$ cat config.mk
export PLATFORM = sky130hd
export DESIGN_NAME = edasw_core
export DESIGN_NICKNAME = d
export VERILOG_FILES = /design/src/edasw_pkg.sv /design/src/edasw_core.sv
export SDC_FILE = /design/constraint.sdc
export NUM_CORES = 1
export LEC_CHECK = 0
export ABC_AREA = 1
export BUFFER_PORTS_ARGS = -buffer_cell sky130_fd_sc_hd__clkbuf_2
export CAP_MARGIN = 20
export CELL_PAD_IN_SITES_DETAIL_PLACEMENT = 1
export CELL_PAD_IN_SITES_GLOBAL_PLACEMENT = 1
export CORE_UTILIZATION = 36
export DETAILED_ROUTE_END_ITERATION = 8
export GPL_TIMING_DRIVEN = 0
export PLACE_DENSITY = 0.84
export SYNTH_ARGS = -nofsm -noshare
export SYNTH_HDL_FRONTEND = slang
export SYNTH_SLANG_ARGS = --single-unit
$ cat constraint.sdc
create_clock -name sys_clk -period 4.28 [get_ports sys_clk]
set_clock_uncertainty 0.1 [all_clocks]
set_input_delay 0.428 -clock sys_clk [delete_from_list [all_inputs] [get_ports sys_clk]]
set_output_delay 0.428 -clock sys_clk [all_outputs]
set_load 0.05 [all_outputs]
$ cat src/edasw_pkg.sv
package edasw_pkg;
   localparam int          CLKS_PER_MC       = 4;
   localparam logic [2:0]  STRETCH_RESET     = 3'h1;
   localparam int          STRETCH_LSB       = 0;
   localparam int          WAIT_EN_BIT       = 7;
   localparam int          PTR_SEL_BIT       = 0;
   localparam logic [7:0]  PTR_SEL_ADDR      = 8'h86;
   localparam logic [1:0]  PHASE_SECOND      = 2'h1;
   localparam logic [1:0]  PHASE_LAST        = 2'h3;
   localparam logic [7:0]  TA_KEY1           = 8'hAA;
   localparam logic [7:0]  TA_KEY2           = 8'h55;
   localparam logic [2:0]  TA_WINDOW         = 3'h3;
   localparam logic [7:0]  CLK_CTRL_RESET    = 8'h01;
   localparam logic [7:0]  MMAP_RESET        = 8'h00;
   typedef enum logic [1:0] {
      EDASW_IDLE  = 2'b00,
      EDASW_FETCH = 2'b01,
      EDASW_XFER  = 2'b11
   } edasw_state_e;
endpackage : edasw_pkg

$ cat src/edasw_core.sv
`timescale 1ns/1ps
`default_nettype none
// Contract
// - An access begins with a four-clock opcode fetch, then the address is driven and the access performed.
// - The low three bits of the clock control register select a stretch of 0 to 7, giving 2 to 9 machine cycles.
// - Stretch lengthens only external data accesses, holding the core frozen meanwhile.
// - The stretch resets to 1, giving a three-machine-cycle access.
// - Strobe width is 2 clocks at stretch 0, and 4 times the stretch otherwise.
// - The wait input is honoured only while the wait-enable bit 7 of the memory map control register is set.
// - With wait on, the stretch still sets the minimum length.
// - Wait is sampled in the second clock state of each access cycle before the strobe rises.
// - Only a wait sample in the last or an inserted machine cycle adds one machine cycle, without limit.
// - The wait-enable bit changes only through the timed-access sequence.
// - The indirect form takes the low address from the working register and the high from port 2.
// - The pointer form takes the whole address from the selected data pointer.
// - Bit 0 of the pointer select register at 86h picks the pointer; the other bits read 0.
module edasw_core (
   // Clock and reset
   input  wire logic        sys_clk,
   input  wire logic        arst_n,
   // Special function register write/read port
   input  wire logic        sfr_wr,
   input  wire logic [7:0]  sfr_addr,
   input  wire logic [7:0]  sfr_wdata,
   input  wire logic        clk_ctrl_wr,
   input  wire logic        mmap_wr,
   input  wire logic        ta_wr,
   output var  logic [7:0]  clk_ctrl_rdata,
   output var  logic [7:0]  mmap_rdata,
   output var  logic [7:0]  ptr_sel_rdata,
   // Access request from the core
   input  wire logic        xacc_start,
   input  wire logic        xacc_write,
   input  wire logic        xacc_use_ptr,
   input  wire logic [7:0]  work_reg_lo,
   input  wire logic [7:0]  port2_hi,
   input  wire logic [15:0] data_ptr0,
   input  wire logic [15:0] second_data_pointer,
   output var  logic        core_hold,
   output var  logic        xacc_done,
   // External bus
   input  wire logic        port4_bit0_pin_n,
   output var  logic [15:0] ext_addr,
   output var  logic        ext_rd_n,
   output var  logic        ext_wr_n
);
   import edasw_pkg::*;

   typedef struct packed {
      edasw_state_e state;
      logic [1:0]   phase;
      logic [3:0]   mc_left;
      logic [4:0]   strb_cnt;
      logic         wait_hit;
      logic         is_write;
      logic [2:0]   access_stretch_field;
      logic         wait_enable_bit;
      logic         pointer_select_bit;
      logic [1:0]   ta_step;
      logic [2:0]   ta_timer;
      logic [15:0]  addr;
      logic         rd_n;
      logic         wr_n;
      logic         hold;
      logic         done;
   } edasw_s;

   edasw_s st_reg;
   edasw_s st_next;
   logic   ta_open;
   logic [4:0] strb_clks;

   // Strobe clocks: 2 at stretch 0, else 4 per step
   always_comb begin
      if (st_reg.access_stretch_field == 3'h0) begin
         strb_clks = 5'h02;
      end else begin
         strb_clks = {st_reg.access_stretch_field, 2'h0};
      end
   end

   assign ta_open = (st_reg.ta_step == 2'h2) && (st_reg.ta_timer != 3'h0);

   always_comb begin
      st_next      = st_reg;
      st_next.done = 1'b0;
      // Timed access unlock sequence
      if (st_reg.ta_timer != 3'h0) begin
         st_next.ta_timer = st_reg.ta_timer - 3'h1;
      end else begin
         st_next.ta_step = 2'h0;
      end
      if (ta_wr && sfr_wdata == TA_KEY1) begin
         st_next.ta_step  = 2'h1;
         st_next.ta_timer = TA_WINDOW;
      end else if (ta_wr && sfr_wdata == TA_KEY2 && st_reg.ta_step == 2'h1) begin
         st_next.ta_step  = 2'h2;
         st_next.ta_timer = TA_WINDOW;
      end
      if (clk_ctrl_wr) begin
         st_next.access_stretch_field = sfr_wdata[STRETCH_LSB+:3];
      end
      if (mmap_wr && ta_open) begin
         st_next.wait_enable_bit = sfr_wdata[WAIT_EN_BIT];
         st_next.ta_step         = 2'h0;
      end
      if (sfr_wr && sfr_addr == PTR_SEL_ADDR) begin
         st_next.pointer_select_bit = sfr_wdata[PTR_SEL_BIT];
      end
      st_next.phase = st_reg.phase + 2'h1;
      case (st_reg.state)
         EDASW_IDLE: begin
            st_next.phase = 2'h0;
            if (xacc_start) begin
               st_next.state    = EDASW_FETCH;
               st_next.is_write = xacc_write;
               st_next.hold     = 1'b1;
            end
         end
         EDASW_FETCH: begin
            if (st_reg.phase == PHASE_LAST) begin
               st_next.state    = EDASW_XFER;
               st_next.mc_left  = {1'b0, st_reg.access_stretch_field} + 4'h1;
               st_next.strb_cnt = strb_clks;
               st_next.wait_hit = 1'b0;
               if (xacc_use_ptr) begin
                  st_next.addr = st_reg.pointer_select_bit ?
                                 second_data_pointer : data_ptr0;
               end else begin
                  st_next.addr = {port2_hi, work_reg_lo};
               end
            end
         end
         EDASW_XFER: begin
            // Strobe runs in the last clocks of the minimum window
            if (st_reg.mc_left == 4'h1 && st_reg.phase == 2'h1 &&
                st_reg.strb_cnt == 5'h02) begin
               st_next.rd_n = st_reg.is_write;
               st_next.wr_n = ~st_reg.is_write;
            end else if (st_reg.strb_cnt != 5'h02 &&
                         {st_reg.mc_left, 2'h0} - 6'(st_reg.phase)
                         == 6'(st_reg.strb_cnt) + 6'h01) begin
               st_next.rd_n = st_reg.is_write;
               st_next.wr_n = ~st_reg.is_write;
            end
            if (st_reg.phase == PHASE_SECOND) begin
               st_next.wait_hit = st_reg.wait_enable_bit &&
                                  !port4_bit0_pin_n;
            end
            if (st_reg.phase == PHASE_LAST) begin
               if (st_reg.mc_left > 4'h1) begin
                  st_next.mc_left = st_reg.mc_left - 4'h1;
               end else if (!st_reg.wait_hit) begin
                  st_next.state = EDASW_IDLE;
                  st_next.rd_n  = 1'b1;
                  st_next.wr_n  = 1'b1;
                  st_next.hold  = 1'b0;
                  st_next.done  = 1'b1;
               end
               // Otherwise one more machine cycle is inserted
            end
         end
         default: begin
            st_next.state = EDASW_IDLE;
         end
      endcase
   end

   always_ff @(posedge sys_clk or negedge arst_n) begin
      if (!arst_n) begin
         st_reg                      <= '0;
         st_reg.state                <= EDASW_IDLE;
         st_reg.access_stretch_field <= STRETCH_RESET;
         st_reg.rd_n                 <= 1'b1;
         st_reg.wr_n                 <= 1'b1;
      end else begin
         st_reg <= st_next;
      end
   end

   assign clk_ctrl_rdata = {5'h00, st_reg.access_stretch_field};
   assign mmap_rdata    = {st_reg.wait_enable_bit, 7'h00};
   assign ptr_sel_rdata = {7'h00, st_reg.pointer_select_bit};
   assign core_hold     = st_reg.hold;
   assign xacc_done     = st_reg.done;
   assign ext_addr      = st_reg.addr;
   assign ext_rd_n      = st_reg.rd_n;
   assign ext_wr_n      = st_reg.wr_n;

   // Strobe length with no wait equals the stretch table
   logic [5:0] strb_len;
   always_ff @(posedge sys_clk or negedge arst_n) begin
      if (!arst_n) begin
         strb_len <= 6'h00;
      end else if (!(st_reg.rd_n && st_reg.wr_n)) begin
         strb_len <= strb_len + 6'h01;
      end else begin
         strb_len <= 6'h00;
      end
   end

   strobe_width_a: assert property (@(posedge sys_clk) disable iff (!arst_n)
      ($rose(st_reg.rd_n & st_reg.wr_n) && !st_reg.wait_enable_bit)
      |-> strb_len == 6'(strb_clks))
      else $error("strobe width wrong");
   fetch_len_a: assert property (@(posedge sys_clk) disable iff (!arst_n)
      (st_reg.state == EDASW_IDLE && xacc_start)
      |=> st_reg.state == EDASW_FETCH [*4] ##1 st_reg.state == EDASW_XFER)
      else $error("fetch not four clocks");
   addr_hold_a: assert property (@(posedge sys_clk) disable iff (!arst_n)
      (st_reg.state == EDASW_XFER && $past(st_reg.state) == EDASW_XFER)
      |-> $stable(st_reg.addr))
      else $error("address moved");
   wait_off_a: assert property (@(posedge sys_clk) disable iff (!arst_n)
      !st_reg.wait_enable_bit |-> !st_reg.wait_hit)
      else $error("wait seen while disabled");
   ws_protect_a: assert property (@(posedge sys_clk) disable iff (!arst_n)
      !ta_open |=> $stable(st_reg.wait_enable_bit))
      else $error("wait enable changed unprotected");
   wait_extend_a: assert property (@(posedge sys_clk) disable iff (!arst_n)
      (st_reg.state == EDASW_XFER && st_reg.phase == PHASE_LAST &&
       st_reg.wait_hit) |=> st_reg.state == EDASW_XFER)
      else $error("wait cycle not inserted");
   hold_a: assert property (@(posedge sys_clk) disable iff (!arst_n)
      st_reg.state != EDASW_IDLE |-> st_reg.hold)
      else $error("core not held");
   done_a: assert property (@(posedge sys_clk) disable iff (!arst_n)
      st_reg.done |-> st_reg.rd_n && st_reg.wr_n && !st_reg.hold)
      else $error("done with strobe active");
   cov_read: cover property (@(posedge sys_clk) disable iff (!arst_n)
      $fell(st_reg.rd_n));
   cov_write: cover property (@(posedge sys_clk) disable iff (!arst_n)
      $fell(st_reg.wr_n));
   cov_wait: cover property (@(posedge sys_clk) disable iff (!arst_n)
      st_reg.wait_hit && st_reg.phase == PHASE_LAST);
endmodule : edasw_core
`default_nettype wire

==> results_dict.tcl <==
set metrics [dict create \
    outcome "complete, no violations" \
    grt_setup_unrepaired "false" \
    diodes 0 \
    synth_compound_area_share_pct 14.4 \
    path_delay_family "simple AND/OR/NAND/NOR gates" \
    grt_overflow 0 \
    ys_seq_area_share_pct 38.6 \
    finalCriticalPeriod_ns 1.86 \
    dieArea_um2 8320 \
    track_usage_pct 20.4 \
    vdd_drop_max_uv 310 \
    fin_tns_setup_ns 0 \
    grtUsageMet1_pct 23.1 \
    cp_max_fo 7 \
    drv_cap 0 \
    cts_buffer_depth 2 \
    die_y_um 91.2 \
    top_usage_layer "met2" \
    cts.sinks 44 \
    placeableCoreArea_um2 7730 \
    fmaxAchievable_mhz 536 \
    cpPeakStageDelay_ns 0.47 \
    num_vias 2853 \
    path_class "flop to flop" \
    cp.required_ns 4.41 \
    largest_reg_flops 19 \
    initial_core_util_pct 37.1 \
    h-tree-depth 2 \
    area_growth_pct 29.4 \
    critical_path_arrival_ns 1.99 \
    finalPower_mw 2.46 \
    routedWlPerCell_um 13.5 \
    leakage_nw 1.99 \
    worstPathBufferInverterCount 2 \
    syn_area_per_cell_um2 7.56 \
    synth_fa_ha_area_share_pct 3.93 \
    row_count 32 \
    cpMostUsedCell "nand2_1" \
    clk_latency_ns 0.30 \
    grt_use_met3_pct 4.19 \
    grt_max_degree 34 \
    layout_commonest_cell "clkbuf_2" \
    grt_pass1_vias 2838 \
    drt-total-wl_mm 8.18 \
    synth.distinct_cells 35 \
    drtIter0Drc 132 \
    setup-violations-final 0 \
    synthMuxAreaShare_pct 0.786 \
    dp_hpwl_mm 6.72 \
    clkTransAtPathRegs_ns 0.08 \
    io_pins 118 \
    crit_path_start_kind "flop" \
    cts_made_buffers 5 \
    crit_slowest_cell "dfrtp_1" \
    tightest_slew_ns 0.625 \
    crit_path_cell_trace "inv_2 -> ha_1 -> nand2_1 -> nand2_1 -> nand2_1 -> nand2_1 -> nand2_1 -> inv_1 -> nand3_2 -> nand2_2 -> nand2_1 -> nand2_1 -> nand3b_1" \
    syn_area_um2 2860 \
    cts-root-buf "clkbuf_8" \
    portBuffers 98 \
    syn_inst 379 \
    crit_path_end_kind "flop" \
    met2_usage_pct 37.8 \
    synth_top_family_by_area "simple AND/OR/NAND/NOR gates" \
    cts_tree "built" \
    timing.final.crit_share_pct 43.6 \
    synthSimpleGateAreaFrac_pct 23.9 \
    place.gp.congestion 0.846 \
    layout-drive-gt1-share_pct 36.2 \
    fp.dieW_um 91.2 \
    ys_seq_elements 44 \
    synth_xor_area_share_pct 1.22 \
    antenna_found_initial 0 \
    firstDrtPassIters 4 \
    r2r_slack_ns 2.42 \
    postRouteAntennaNets 0 \
    cellPowerDensity_nw_per_um2 664 \
    route.detailed.drc 0 \
    yosys_warnings 0 \
    relSlewSlack_pct 58.3 \
    grt_pass1_wl_mm 13.3 \
    vias_per_cell 4.70 \
    hold_path.class "input port to flop" \
    nNetsFinal 587 \
    cts_setup_buffers 0 \
    finalHoldViolations 0 \
    slew_violations 0 \
    final_cell_mix "clkbuf_2, nor2_1, nand2_1" \
]
synthesized netlist by cell type:
master | n | area [um^2]
conb_1 | 1 | 3.75
buf_4 | 40 | 300
buf_1 | 1 | 3.75
inv_2 | 5 | 18.8
nor2_4 | 1 | 11.3
clkbuf_2 | 1 | 5.00
nand3_2 | 2 | 20.0
nand2_1 | 54 | 203
nor2_1 | 65 | 244
mux2_2 | 1 | 11.3
nor2_2 | 4 | 25.0
buf_6 | 1 | 11.3
mux2_1 | 1 | 11.3
o22ai_1 | 1 | 6.26
nor3_1 | 3 | 15.0
buf_2 | 5 | 25.0
ha_1 | 9 | 113
nand2_2 | 5 | 31.3
xor2_1 | 2 | 17.5
or3_1 | 1 | 6.26
o21ai_0 | 33 | 165
nor4_1 | 3 | 18.8
dfstp_2 | 3 | 78.8
xnor2_1 | 2 | 17.5
nand4_1 | 5 | 31.3
o211ai_1 | 1 | 7.51
a21oi_1 | 28 | 140
dfrtp_1 | 41 | 1030
clkbuf_1 | 2 | 7.51
o21ai_1 | 3 | 15.0
o31ai_1 | 1 | 7.51
inv_1 | 31 | 116
nand3_1 | 13 | 65.1
a21oi_2 | 8 | 70.1
nand3b_1 | 2 | 15.0
worst reg2reg max path, cell delays in order (launching register included):
cell and delay, ns:
dfrtp_1 0.47, inv_2 0.17, ha_1 0.28, nand2_1 0.08
nand2_1 0.08, nand2_1 0.05, nand2_1 0.05, nand2_1 0.06
inv_1 0.07, nand3_2 0.10, nand2_2 0.09, nand2_1 0.06
nand2_1 0.06, nand3b_1 0.08
worst paths after layout:
path                                endpoint         start  depth (start not counted)
setup reg to reg                    ext_rd_n    st_reg[37]                         13
hold reg to reg                     ext_rd_n      ext_rd_n                          2
setup / recovery                    ext_rd_n    st_reg[37]                         13
min in group asynchronous          xacc_done        arst_n                          2
hold / removal             clk_ctrl_rdata[0]  sfr_wdata[0]                          3
max in group asynchronous           ext_rd_n        arst_n                          3
layer usage:
layer	share of wire (%)	up-vias
li1	-	1415
met4	2.3	0
met1	39	1343
met5	0	-
met3	5.5	13
met2	53	82
where the power goes:
part	internal (mW)	leakage, nW	switching [mW]	total, mW
logic	0.469	1.40	0.921	1.39
clock network	0.206	0.0645	0.145	0.351
registers	0.588	0.525	0.129	0.718
total	1.26	1.99	1.20	2.46
through the flow:
step	setup WS (ns)	cells	area [um^2]	util [%]	hold WS (ns)
finish	2.42	607	3710	48.0	0.231
global route	2.26	607	3710	48.0	0.225
CTS	2.38	607	3710	48.0	0.220
detailed placement	2.39	598	3570	46.2	0.251
global placement	2.51	597	3550	45.9	0.380
floorplan	2.69	397	2930	-	0.0324
kinds of logic after synthesis:
family / after synthesis
adder cells (fa/ha/maj): 9
AO/OA/AOI/OAI: 75
AND/OR/NAND/NOR: 158
other: 1
buffers and inverters: 86
multiplexers: 2
XOR/XNOR: 4
flip-flops: 44
area by class of cell:
type,instances,area [um^2]
Timing Repair Buffer,100,520
Tap cell,102,128
Clock buffer,7,96.3
Sequential cell,44,1100
Buffer,50,353
Clock inverter,1,30.0
Multi-Input combinational cell,267,1340
Fill cell,1011,4020
Inverter,36,135
repair_timing:
action | in CTS | in global routing
gates resized for setup | 0 | 0
hold buffers | 1 | 0
hold endpoints to repair | 9 | 0
Power figures use the tool's default switching activity.
